[src/hw/lmr_pkg.sv]
package lmr_pkg;
  // byte offsets on the host direct port
  localparam logic [7:0]  OFS_AGE_LO   = 8'h14;
  localparam logic [7:0]  OFS_AGE_HI   = 8'h15;
  localparam logic [7:0]  OFS_CTRL     = 8'h16;
  localparam logic [7:0]  OFS_VIOL     = 8'h17;
  localparam logic [7:0]  OFS_UNI_LO   = 8'h18;
  localparam logic [7:0]  OFS_UNI_HI   = 8'h19;
  localparam logic [7:0]  OFS_GRP_LO   = 8'h1A;
  localparam logic [7:0]  OFS_GRP_HI   = 8'h1B;
  localparam logic [7:0]  OFS_CNT_LO   = 8'h1C;
  localparam logic [7:0]  OFS_CNT_HI   = 8'h1D;
  localparam logic [7:0]  OFS_PTR_B0   = 8'h20;
  localparam logic [7:0]  OFS_PTR_B1   = 8'h21;
  localparam logic [7:0]  OFS_PTR_B2   = 8'h22;
  localparam logic [7:0]  OFS_WORD_LO  = 8'h24;
  localparam logic [7:0]  OFS_WORD_HI  = 8'h25;
  // field positions
  localparam int          CMD_EXACT    = 0;
  localparam int          CMD_ONWARD   = 1;
  localparam int          CMD_START    = 2;
  localparam int          MATCH_BIT    = 7;
  localparam int          PTR_STEP_BIT = 7;
  localparam int          PTR_LOC_W    = 21;
  // values after reset
  localparam logic [7:0]  RST_BYTE     = 8'h00;
  localparam logic [15:0] RST_WORD     = 16'h0000;
  localparam logic [20:0] RST_LOC      = 21'h000000;
  localparam logic [47:0] RST_KEY      = 48'h000000000000;
  localparam logic [2:0]  RST_CMD      = 3'h0;
  // longest search stall
  localparam int          STALL_MAX_NS = 6400;
  localparam int          CLK_NS       = 40;
  localparam int          STALL_CYC    = (STALL_MAX_NS / CLK_NS) < 1 ? 1 : (STALL_MAX_NS / CLK_NS);
  localparam int          TMR_W        = $clog2(STALL_CYC + 1);
  typedef enum logic [1:0] {
    SE_IDLE = 2'b00,
    SE_READ = 2'b01,
    SE_WAIT = 2'b10,
    SE_DONE = 2'b11
  } lmr_se_state_t;
endpackage : lmr_pkg

[src/hw/lmr_srch_if.sv]
interface lmr_srch_if;
  logic        start;
  logic [2:0]  cmd;
  logic [47:0] key;
  logic        done;
  logic        found;
  logic [47:0] resKey;
  logic [15:0] resRoute;
  logic [15:0] resAge;
  modport ctl (output start, cmd, key, input done, found, resKey, resRoute, resAge);
  modport eng (input start, cmd, key, output done, found, resKey, resRoute, resAge);
endinterface : lmr_srch_if

[src/hw/lmr_regs.sv]
// Summary of operation
// - age stamp shows searched address's last sighting
// - multi-bit command writes are ignored
// - control access stalls until search finishes
// - match flag bit 7 marks valid results
// - scan-from-start finds first valid entry
// - scan-onward finds next entry after key
// - exact search sets or clears match flag
// - counters read-only, zero after reset
// - violation counter clears on read, flags MSB
// - unicast flood counter clears on high read
// - group flood counter clears on high read
// - entry counter tracks table population
// - auto-step bumps pointer after high access
// - 21-bit location field is host read/write
// - pointer bits 22-21 ignore writes, read zero
// - key writes blocked while command pending
// - high data byte write launches SRAM write
// - half-full violation and flood counters raise statistics event
module lmr_regs
  import lmr_pkg::*;
#(
  parameter int TABLE_DEPTH = 1024,
  parameter int IDX_W       = 10
)(
  input  wire logic             clk_sys,
  input  wire logic             rst_n,
  input  wire logic             hostReq,
  input  wire logic             hostWrite,
  input  wire logic [7:0]       hostAddr,
  input  wire logic [7:0]       hostWrData,
  output logic [7:0]            hostRdData,
  output logic                  hostCycleDone,
  input  wire logic [47:0]      searchKey,
  output logic                  keyLock,
  output logic                  resultLoad,
  output logic [47:0]           resultKey,
  output logic [15:0]           resultRoute,
  output logic [IDX_W-1:0]      tblIdx,
  output logic                  tblRdReq,
  input  wire logic             tblAck,
  input  wire logic             tblValid,
  input  wire logic [47:0]      tblKey,
  input  wire logic [15:0]      tblRoute,
  input  wire logic [15:0]      tblAge,
  input  wire logic             secViolationEvt,
  input  wire logic             floodUnicastEvt,
  input  wire logic             floodGroupEvt,
  input  wire logic             entryAddEvt,
  input  wire logic             entryDropEvt,
  output logic                  statEvent,
  output logic [PTR_LOC_W-1:0]  memAddr,
  output logic                  memWrStrobe,
  output logic                  memRdStrobe,
  output logic [15:0]           memWrData,
  input  wire logic [15:0]      memRdData
);
  // the index must reach every table entry
  if (TABLE_DEPTH < 2 || (2 ** IDX_W) < TABLE_DEPTH)
  begin : g_chk
    $error("lmr_regs: TABLE_DEPTH must be at least 2 and fit IDX_W");
  end

  typedef struct packed {
    logic                 reqS1;
    logic                 reqS2;
    logic                 wrS1;
    logic                 wrS2;
    logic [7:0]           addrS1;
    logic [7:0]           addrS2;
    logic [7:0]           dataS1;
    logic [7:0]           dataS2;
    logic                 seen;
    logic                 pend;
    logic                 cycDone;
    logic [7:0]           rdData;
    logic [2:0]           cmd;
    logic                 start;
    logic                 found;
    logic [15:0]          age;
    logic                 keyLock;
    logic                 resultLoad;
    logic [47:0]          resultKey;
    logic [15:0]          resultRoute;
    logic [7:0]           viol;
    logic [15:0]          uni;
    logic [15:0]          grp;
    logic [15:0]          nodes;
    logic                 stat;
    logic                 ptrStep;
    logic [PTR_LOC_W-1:0] ptrLoc;
    logic [7:0]           wordLo;
    logic [PTR_LOC_W-1:0] memAddr;
    logic                 memWr;
    logic                 memRd;
    logic [15:0]          memWrData;
  } lmr_regs_t;

  lmr_regs_t st;
  lmr_regs_t next_st;

  lmr_srch_if srch ();

  lmr_search #(
    .DEPTH    (TABLE_DEPTH),
    .IDX_W    (IDX_W)
  ) u_search (
    .clk_sys  (clk_sys),
    .rst_n    (rst_n),
    .srch     (srch.eng),
    .tblIdx   (tblIdx),
    .tblRdReq (tblRdReq),
    .tblAck   (tblAck),
    .tblValid (tblValid),
    .tblKey   (tblKey),
    .tblRoute (tblRoute),
    .tblAge   (tblAge)
  );

  assign srch.start = st.start;
  assign srch.cmd   = st.cmd;
  assign srch.key   = searchKey;

  // saturating count; an event in the clearing cycle survives
  function automatic logic [15:0] bump(
    input logic [15:0] cur,
    input logic [15:0] top,
    input logic        evt,
    input logic        clr
  );
    logic [15:0] base;
    base = clr ? RST_WORD : cur;
    if (evt && base != top)
      bump = base + 16'h0001;
    else
      bump = base;
  endfunction : bump

  function automatic logic one_hot3(input logic [2:0] v);
    one_hot3 = (v == 3'h1) || (v == 3'h2) || (v == 3'h4);
  endfunction : one_hot3

  // population count; an add and a drop in one cycle cancel
  function automatic logic [15:0] track(
    input logic [15:0] cur,
    input logic        add,
    input logic        drop
  );
    if (add && !drop && cur != 16'hFFFF)
      track = cur + 16'h0001;
    else if (drop && !add && cur != RST_WORD)
      track = cur - 16'h0001;
    else
      track = cur;
  endfunction : track

  logic newReq;
  logic stall;
  logic access;
  logic rdAcc;
  logic wrAcc;
  logic violClr;
  logic uniClr;
  logic grpClr;
  logic stepPtr;
  logic [15:0] violWide;

  always_comb
  begin
    next_st = st;
    // request synchroniser
    next_st.reqS1 = hostReq;
    next_st.reqS2 = st.reqS1;
    // address, direction and data are held with the request, so they settle with it
    next_st.wrS1 = hostWrite;
    next_st.wrS2 = st.wrS1;
    next_st.addrS1 = hostAddr;
    next_st.addrS2 = st.addrS1;
    next_st.dataS1 = hostWrData;
    next_st.dataS2 = st.dataS1;
    next_st.cycDone = 1'b0;
    next_st.start = 1'b0;
    next_st.resultLoad = 1'b0;
    next_st.memWr = 1'b0;
    next_st.memRd = 1'b0;
    violClr = 1'b0;
    uniClr = 1'b0;
    grpClr = 1'b0;
    stepPtr = 1'b0;
    if (!st.reqS2)
      next_st.seen = 1'b0;

    // one access per rising level of the synchronised request
    newReq = st.reqS2 && !st.seen;
    // control access waits until the engine is idle again
    stall = st.addrS2 == OFS_CTRL && st.cmd != RST_CMD;
    access = (st.pend || newReq) && !stall;
    rdAcc = access && !st.wrS2;
    wrAcc = access && st.wrS2;
    if (newReq)
    begin
      next_st.seen = 1'b1;
      next_st.pend = 1'b1;
    end
    if (access)
    begin
      next_st.pend = 1'b0;
      next_st.cycDone = 1'b1;
    end

    // read decode
    if (rdAcc)
    begin
      case (st.addrS2)
        OFS_AGE_LO: next_st.rdData = st.age[7:0];
        OFS_AGE_HI: next_st.rdData = st.age[15:8];
        OFS_CTRL:   next_st.rdData = {st.found, 4'h0, st.cmd};
        OFS_VIOL:
        begin
          next_st.rdData = st.viol;
          violClr = 1'b1;
        end
        OFS_UNI_LO: next_st.rdData = st.uni[7:0];
        OFS_UNI_HI:
        begin
          next_st.rdData = st.uni[15:8];
          uniClr = 1'b1;
        end
        OFS_GRP_LO: next_st.rdData = st.grp[7:0];
        OFS_GRP_HI:
        begin
          next_st.rdData = st.grp[15:8];
          grpClr = 1'b1;
        end
        OFS_CNT_LO: next_st.rdData = st.nodes[7:0];
        OFS_CNT_HI: next_st.rdData = st.nodes[15:8];
        OFS_PTR_B0: next_st.rdData = st.ptrLoc[7:0];
        OFS_PTR_B1: next_st.rdData = st.ptrLoc[15:8];
        OFS_PTR_B2: next_st.rdData = {st.ptrStep, 2'b00, st.ptrLoc[20:16]};
        OFS_WORD_LO:
        begin
          next_st.rdData = memRdData[7:0];
          next_st.memAddr = st.ptrLoc;
          next_st.memRd = 1'b1;
        end
        OFS_WORD_HI:
        begin
          next_st.rdData = memRdData[15:8];
          next_st.memAddr = st.ptrLoc;
          next_st.memRd = 1'b1;
          stepPtr = 1'b1;
        end
        default:    next_st.rdData = RST_BYTE;
      endcase
    end

    // write decode
    if (wrAcc)
    begin
      case (st.addrS2)
        OFS_CTRL:
        begin
          if (one_hot3(st.dataS2[2:0]) && st.cmd == RST_CMD)
          begin
            next_st.cmd = st.dataS2[2:0];
            next_st.start = 1'b1;
            next_st.found = 1'b0;
          end
        end
        OFS_PTR_B0: next_st.ptrLoc[7:0] = st.dataS2;
        OFS_PTR_B1: next_st.ptrLoc[15:8] = st.dataS2;
        OFS_PTR_B2:
        begin
          next_st.ptrLoc[20:16] = st.dataS2[4:0];
          next_st.ptrStep = st.dataS2[PTR_STEP_BIT];
        end
        OFS_WORD_LO: next_st.wordLo = st.dataS2;
        OFS_WORD_HI:
        begin
          next_st.memWr = 1'b1;
          next_st.memAddr = st.ptrLoc;
          next_st.memWrData = {st.dataS2, st.wordLo};
          stepPtr = 1'b1;
        end
        default:
        begin
          next_st.wordLo = st.wordLo;
        end
      endcase
    end
    if (stepPtr && st.ptrStep)
      next_st.ptrLoc = next_st.ptrLoc + 1'b1;

    // search completion
    if (srch.done)
    begin
      next_st.cmd = RST_CMD;
      next_st.found = srch.found;
      next_st.age = srch.found ? srch.resAge : RST_WORD;
      next_st.resultLoad = srch.found;
      next_st.resultKey = srch.resKey;
      next_st.resultRoute = srch.resRoute;
    end

    // key lock follows the next command so it rises with the start pulse
    next_st.keyLock = next_st.cmd != RST_CMD;

    // statistics counters
    violWide = bump({8'h00, st.viol}, 16'h00FF, secViolationEvt, violClr);
    next_st.viol = violWide[7:0];
    next_st.uni = bump(st.uni, 16'hFFFF, floodUnicastEvt, uniClr);
    next_st.grp = bump(st.grp, 16'hFFFF, floodGroupEvt, grpClr);
    next_st.nodes = track(st.nodes, entryAddEvt, entryDropEvt);
    next_st.stat = next_st.viol[7] | next_st.uni[15] | next_st.grp[15];
  end

  always_ff @(posedge clk_sys)
  begin
    if (!rst_n)
    begin
      st <= '0;
      st.ptrLoc <= RST_LOC;
      st.cmd <= RST_CMD;
      st.resultKey <= RST_KEY;
    end
    else
      st <= next_st;
  end

  assign hostRdData    = st.rdData;
  assign hostCycleDone = st.cycDone;
  assign keyLock       = st.keyLock;
  assign resultLoad    = st.resultLoad;
  assign resultKey     = st.resultKey;
  assign resultRoute   = st.resultRoute;
  assign statEvent     = st.stat;
  assign memAddr       = st.memAddr;
  assign memWrStrobe   = st.memWr;
  assign memRdStrobe   = st.memRd;
  assign memWrData     = st.memWrData;
endmodule : lmr_regs

[src/hw/lmr_search.sv]
module lmr_search
  import lmr_pkg::*;
#(
  parameter int DEPTH = 1024,
  parameter int IDX_W = 10
)(
  input  wire logic             clk_sys,
  input  wire logic             rst_n,
  lmr_srch_if.eng               srch,
  output logic [IDX_W-1:0]      tblIdx,
  output logic                  tblRdReq,
  input  wire logic             tblAck,
  input  wire logic             tblValid,
  input  wire logic [47:0]      tblKey,
  input  wire logic [15:0]      tblRoute,
  input  wire logic [15:0]      tblAge
);
  if (DEPTH < 2 || (2 ** IDX_W) < DEPTH)
  begin : g_chk
    $error("lmr_search: DEPTH must be at least 2 and fit IDX_W");
  end

  typedef struct packed {
    lmr_se_state_t    state;
    logic [IDX_W-1:0] idx;
    logic [2:0]       cmd;
    logic             passed;
    logic [TMR_W-1:0] timer;
    logic             rdReq;
    logic             done;
    logic             found;
    logic [47:0]      resKey;
    logic [15:0]      resRoute;
    logic [15:0]      resAge;
  } lmr_se_t;

  lmr_se_t st;
  lmr_se_t next_st;
  logic    hit;

  always_comb
  begin
    next_st = st;
    next_st.done = 1'b0;
    next_st.rdReq = 1'b0;
    hit = 1'b0;
    case (st.state)
      SE_IDLE:
      begin
        if (srch.start)
        begin
          next_st.cmd = srch.cmd;
          next_st.idx = '0;
          next_st.passed = 1'b0;
          next_st.timer = '0;
          next_st.found = 1'b0;
          next_st.state = SE_READ;
        end
      end
      SE_READ:
      begin
        next_st.rdReq = 1'b1;
        next_st.timer = st.timer + 1'b1;
        next_st.state = SE_WAIT;
      end
      SE_WAIT:
      begin
        next_st.timer = st.timer + 1'b1;
        if (st.timer >= TMR_W'(STALL_CYC - 1))
          next_st.state = SE_DONE;
        else if (tblAck)
        begin
          if (st.cmd[CMD_EXACT])
            hit = tblValid && tblKey == srch.key;
          else if (st.cmd[CMD_START])
            hit = tblValid;
          else
            hit = tblValid && st.passed;
          if (tblValid && tblKey == srch.key)
            next_st.passed = 1'b1;
          if (hit)
          begin
            next_st.found = 1'b1;
            next_st.resKey = tblKey;
            next_st.resRoute = tblRoute;
            next_st.resAge = tblAge;
            next_st.state = SE_DONE;
          end
          else if (st.idx == IDX_W'(DEPTH - 1))
            next_st.state = SE_DONE;
          else
          begin
            next_st.idx = st.idx + 1'b1;
            next_st.state = SE_READ;
          end
        end
      end
      SE_DONE:
      begin
        next_st.done = 1'b1;
        next_st.state = SE_IDLE;
      end
      default:
        next_st.state = SE_IDLE;
    endcase
  end

  always_ff @(posedge clk_sys)
  begin
    if (!rst_n)
    begin
      st <= '0;
      st.state <= SE_IDLE;
    end
    else
      st <= next_st;
  end

  assign tblIdx        = st.idx;
  assign tblRdReq      = st.rdReq;
  assign srch.done     = st.done;
  assign srch.found    = st.found;
  assign srch.resKey   = st.resKey;
  assign srch.resRoute = st.resRoute;
  assign srch.resAge   = st.resAge;
endmodule : lmr_search

[config.mk]
export PLATFORM = sky130hd
export DESIGN_NAME = lmr_regs
export DESIGN_NICKNAME = d
export VERILOG_FILES = /design/src/hw/lmr_pkg.sv /design/src/hw/lmr_srch_if.sv /design/src/hw/lmr_regs.sv /design/src/hw/lmr_search.sv
export SDC_FILE = /design/constraint.sdc
export NUM_CORES = 1
export LEC_CHECK = 0
export ABC_AREA = 0
export BUFFER_PORTS_ARGS = -buffer_cell sky130_fd_sc_hd__buf_2
export CORE_AREA = 2 2 189 173
export DETAILED_ROUTE_END_ITERATION = 12
export DIE_AREA = 0 0 191 175
export PLACE_DENSITY = 0.89
export SYNTH_ARGS = -nofsm -noshare
export SYNTH_HDL_FRONTEND = slang
export SYNTH_SLANG_ARGS = --single-unit
[constraint.sdc]
create_clock -name clk_sys -period 5.1 [get_ports clk_sys]
set_input_delay 0.51 -clock clk_sys [delete_from_list [all_inputs] [get_ports clk_sys]]
set_output_delay 0.51 -clock clk_sys [all_outputs]
set_load 0.05 [all_outputs]
**After elaboration in Yosys (flattened, before gate mapping)**

Cells that the tools add are included.

- $add $sub $neg: 8
- Order comparisons: 1
- Eq/ne operators: 36
- Mux-type cells: 65
- Bitwise gates (word level): 4
- Reduce and logical (&&, ||, !) cells: 53

Operators with widths:

| cell | count |
|---|---|
| 2-to-1 mux 81 bit | 3 |
| case mux 8 bit (15 select lines) | 1 |
| 2-to-1 mux 16 bit | 7 |
| equality test 8 x 5 -> 1 bit, second input constant | 10 |
| 2-to-1 mux 21 bit | 3 |
| 2-to-1 mux 51 bit | 1 |
| adder 16 x 1 -> 16 bit, second input constant | 3 |
| equality test 48 bit | 1 |
| != test 16 bit, second input constant | 3 |
| equality test 8 x 6 -> 1 bit, second input constant | 5 |
| 2-to-1 mux 8 bit | 5 |
| 2-to-1 mux 10 bit | 3 |
| 2-to-1 mux 1 bit | 24 |
| 2-to-1 mux 24 bit | 1 |
| 2-to-1 mux 22 bit | 1 |
| adder 21 x 1 -> 21 bit, second input constant | 1 |
| 2-to-1 mux 5 bit | 4 |
| case mux 10 bit (2 select lines) | 1 |
| AND reduction 2 bit | 9 |
| 2-to-1 mux 17 bit | 1 |
| adder 8 x 1 -> 8 bit, second input constant | 2 |
| logical AND 1 bit | 16 |
| case mux 8 bit (2 select lines) | 1 |
| nonzero test 16 bit | 1 |
| other kinds (31) | 60 |

- Register bits after elaboration: 367
- Input port bits: 171

**Longest topological paths before layout**

- Depth after elaboration: 12
- Mapped depth: 14

**Hierarchy**

From an unflattened synthesis, not the netlist that was laid out.

- Cells, all modules: 2104
- Area, all modules: 18411.4 µm²

By module, submodules not included:

| module | times used | cells each | area each (µm²) |
|---|---|---|---|
| lmr_regs | 1 | 1414 | 12460.7 |
| lmr_search | 1 | 690 | 5950.7 |

**Worst setup path after synthesis**

OpenSTA, ideal clock, no wires.

- Kind: reg2reg
- From: reg st[70] (netlist name)
- To: reg st[85] (netlist name)
- Setup time: 115 ps
- Data arrival time: 4309 ps
- Setup slack: 676 ps
- Cell stages (with the launch flop): 12
- Path buffers: 0
- Cells stage by stage: dfxtp_1 -> nand4_1 -> o41ai_1 -> ha_1 -> a2111oi_0 -> o21a_1 -> o21ai_0 -> o211a_1 -> nor3_1 -> a21oi_1 -> xor2_1 -> and2_1

- Cells in the longest elaborated chain, start to end: 3
- Elaborated cells on any way between the ends: 9

RTL lines:

| item | line | text |
|---|---|---|
| start, declared | lmr_regs.sv:99 | `lmr_regs_t st;` |
| start signal, assigned | lmr_regs.sv:327 | `st <= next_st;` |
| subtractor 16 x 1 -> 16 bit, or another cell as far along | lmr_regs.sv:152 | `track = cur - 16'h0001;` |
| 2-to-1 mux 16 bit, or another cell as far along | lmr_regs.sv:151 | `else if (drop && !add && cur != RST_WORD)` |
| 2-to-1 mux 16 bit or nonzero test 2 bit (tied branches) | n/a |  |

Several ways; a longest one is shown, not always the timed one. The select of a mux whose other input is x is not followed.
A chain may end at the register's enable or synchronous reset.

**Worst setup path after layout**

- From: reg st[244] (netlist name)
- To: reg st[61] (netlist name)

- Cells in the longest elaborated chain, start to end: 10
- Elaborated cells on any way between the ends: 19

RTL lines:

| item | line | text |
|---|---|---|
| parallel branches: the longest is 9 deep, another holds adder 21 x 1 -> 21 bit | n/a |  |
| 2-to-1 mux 21 bit * | lmr_regs.sv:291 | `if (stepPtr && st.ptrStep)` |

Every way passes the cells marked *.

==> metrics.md <==
| Metric | Value |
|---|---|
| Status | completed |
| Crit path from | st[244] |
| Initial DRC Count | 1163 |
| CP endpoint | st[61] |
| Clock H-tree levels | 2 |
| Synth top area share | 0.414 |
| Final WL | 47500 microns |
| EDFF count, synth | 0 |
| Worst EP required | 5.52 ns |
| LEAKAGE | 0.00774 uW |
| Most frequent cell on the critical path | or3_1 |
| CTS tree | built |
| WL/cell | 19.5 microns |
| Final slew viol count | 0 |
| Top delay family on crit path | simple AND/OR/NAND/NOR gates |
| Worst-skew pair later-pin latency | 0.54 ns |
| Fillers | 2523 |
| Remaining Overflow, GRT | 0 |
| Crit. End Element | flip-flop |
| Die Wd | 191 microns |
| Mapped Avg Cell Area | 9.63 sq um |
| Vias | 14058 |
| Cells after synthesis | 1839 |
| All-Layer GR Usage | 0.278 |
| Hold WS | 0.173 ns |
| Main synth FF type | dfxtp_1 |
| Worst-path cell chain | or4b_1, or3_1, nor2_2, mux2_2, ha_1, nand4_1, a221o_1, o21bai_4, or3_1, and3_1 |
| Clk slew on worst S/H paths | 0.06 ns |
| Rel. slew slack | 0.189 |
| Slew @ Worst Pin | 1.21 ns |
| Reg-to-Reg Start | st[244] |
| Vias in the first global route | 13636 |
| Initial antenna violation count | 9 |
| Setup violators final | 0 |
| IO Port Bufs | 296 |
| Largest net degree at the start of global routing | 133 |
| Power Density | 348 mW/mm^2 |
| DPL Wire Length | 34700 microns |
| Yosys warnings | 0 |
| Buf+Inv Stages, Crit Path | 0 |
| Cell Area, Synth | 0.0177 sq mm |
| Vias per cell | 5.77 |
| Post-CTS sizing | 0 |
| Fmax achieved | 0.252 GHz |
| Register area share after synthesis | 0.414 |
| Gpl congestion | 1.02 |
| Hold buffers post-CTS | 0 |
| VDD IR max | 262 uV |
| Synth cell types | 74 |
| Commonest cells post-synth | dfxtp_1, nor2b_1, mux2i_1 |
| Chip height | 175 microns |
| Fraction of registers with async set/reset | 0 |
| FF+latch count, synth | 366 |
| Final hold violations | 0 |
| First-pass GRT wire length | 73300 microns |
| Root Driver | clkbuf_16 |
| Slowest cell on crit path | or4b_1 |
| R2R setup slack | 1.13 ns |
| R2R depth | 10 |
| IO Count | 297 |
| RSZ-0062 raised after global routing | false |
| Die area | 0.0334 sq mm |
| Fin nets | 2184 |
| Worst-path fanout max | 14 |
| CP arrival | 4.40 ns |
| Number of setup buffers added after CTS | 0 |
| # DRC | 0 |
| Area leader, netlist | dfxtp_1 |
| TritonCTS buffer count | 40 |
| Setup_tns | 0 ns |
| Setup crit start kind | flip-flop |
| Row count | 62 |
| DRT antenna net count | 0 |
| Post-Syn Nets | 2035 |
| Slowest cell delay on critical path | 0.68 ns |
| Count of maximum capacitance violations | 0 |
| Pre-antenna DRT Iters | 5 |
| RR Endpoint | st[61] |
| CORE AREA | 0.0314 sq mm |
| Tmin final | 3.97 ns |
| Critical path depth | 10 |
| Final Util | 0.637 |
| Initial Util | 0.563 |
| Setup Skew | 0.0152 ns |
| Cell with the most instances after synthesis | dfxtp_1 |
| Hold crit path type | primary input to flip-flop |
| Crit share post-route | 0.779 |
| Layout area overhead | 13.0% |
| CTS max path bufs | 3 |
| Synth area leaders | dfxtp_1, mux2i_1, nor2b_1 |
| Critical path type | flip-flop to flip-flop |
| Share of cells above drive strength 1 | 0.204 |
| # clock sinks | 366 |
## metal layers
| metal | global-route usage | wire, microns |
|---|---|---|
| met2 | 0.447 | 21800 |
| met4 | 0.152 | 2530 |
| met1 | 0.346 | 19100 |
| met3 | 0.0599 | 4000 |
| met5 | 0 | 48 |
## worst min path at each step
stage | cells after the start | startpoint | slack [ns] | end
after floorplan | 1 | next_st[224] | 0.41 | st[224]
after CTS | 2 | hostWrData[7] | 0.16 | next_st[231]
after detailed placement | 1 | next_st[226] | 0.42 | st[226]
after global placement | 1 | next_st[227] | 0.41 | st[227]
final | 2 | hostAddr[0] | 0.17 | next_st[240]
after global routing | 2 | hostAddr[3] | 0.17 | next_st[243]
## placed cells by master, fill, tap and decap left out, types with 6 or more instances in the layout
cell type and instances:
dfxtp_1 365, buf_2 295, nor2b_1 239, mux2i_1 228
nor2_1 87, nand2_1 83, and2_1 71, xor2_1 59
nand3_1 52, xnor2_1 49, clkbuf_16 41, o21ai_0 35
a21oi_1 29, nand4_1 28, a22o_1 27, ha_1 24
and3_1 23, nor4_1 21, a221oi_1 17, nor3_1 16
a31oi_1 15, a22oi_1 14, or3_1 12, inv_1 11
nand2b_1 11, buf_4 11, and4_1 8, a21boi_0 8
clkbuf_8 8, mux2_2 7, bufinv_16 7, clkinv_2 7
o21a_1 6
## through the flow
step / instances / worst slack [ns] / cell area [sq um] / power (uW)
after floorplan: 1839 / 0.676 / 17700 / 3610
after global placement: 2362 / 1.27 / 18600 / 3820
after detailed placement: 2362 / 1.22 / 18600 / 3860
after CTS: 2433 / 1.19 / 20000 / 6980
after global routing: 2437 / 0.882 / 20000 / 7200
final: 2437 / 1.13 / 20000 / 6960
## sequential cells by signal, summed over array words and instances (netlist names), 3 cells and up
signal                  count
resultRoute                16
resultKey                  48
st                        123
memWrData                  16
u_search.srch.resRoute     16
srch.cmd                    3
memAddr                    21
hostRdData                  8
next_st                    18
u_search.srch.resAge       16
u_search.tblIdx            10
u_search.srch.resKey       48
u_search.st                13
## area by class of cell
type | instances | area, sq um | share of cell area
diodes | 4 | 10.0 | 0.000501
clock buffers | 52 | 1150 | 0.0574
clock inverters | 19 | 287 | 0.0143
inverters | 11 | 41.3 | 0.00206
multi-input cells | 1261 | 9070 | 0.454
flip-flops and latches | 366 | 7330 | 0.367
well taps | 416 | 520 | 0.0260
repair buffers | 308 | 1590 | 0.0795
## report_power, final
part | total (uW) | internal [uW] | switching (uW)
sequential | 3030 | 2930 | 103
combinational | 800 | 364 | 436
clock | 3130 | 1940 | 1190
## logic make-up after synthesis
| group | Yosys count | synth area share |
|---|---|---|
| adder cells (fa/ha/maj) | 25 | 0.0181 |
| XOR/XNOR | 108 | 0.0534 |
| AO/OA/AOI/OAI | 201 | 0.0819 |
| AND/OR/NAND/NOR | 690 | 0.222 |
| flip-flops | 366 | 0.414 |
| multiplexers | 237 | 0.135 |
| buffers and inverters | 212 | 0.0751 |
No activity file was read; power rests on OpenSTA's default activity.
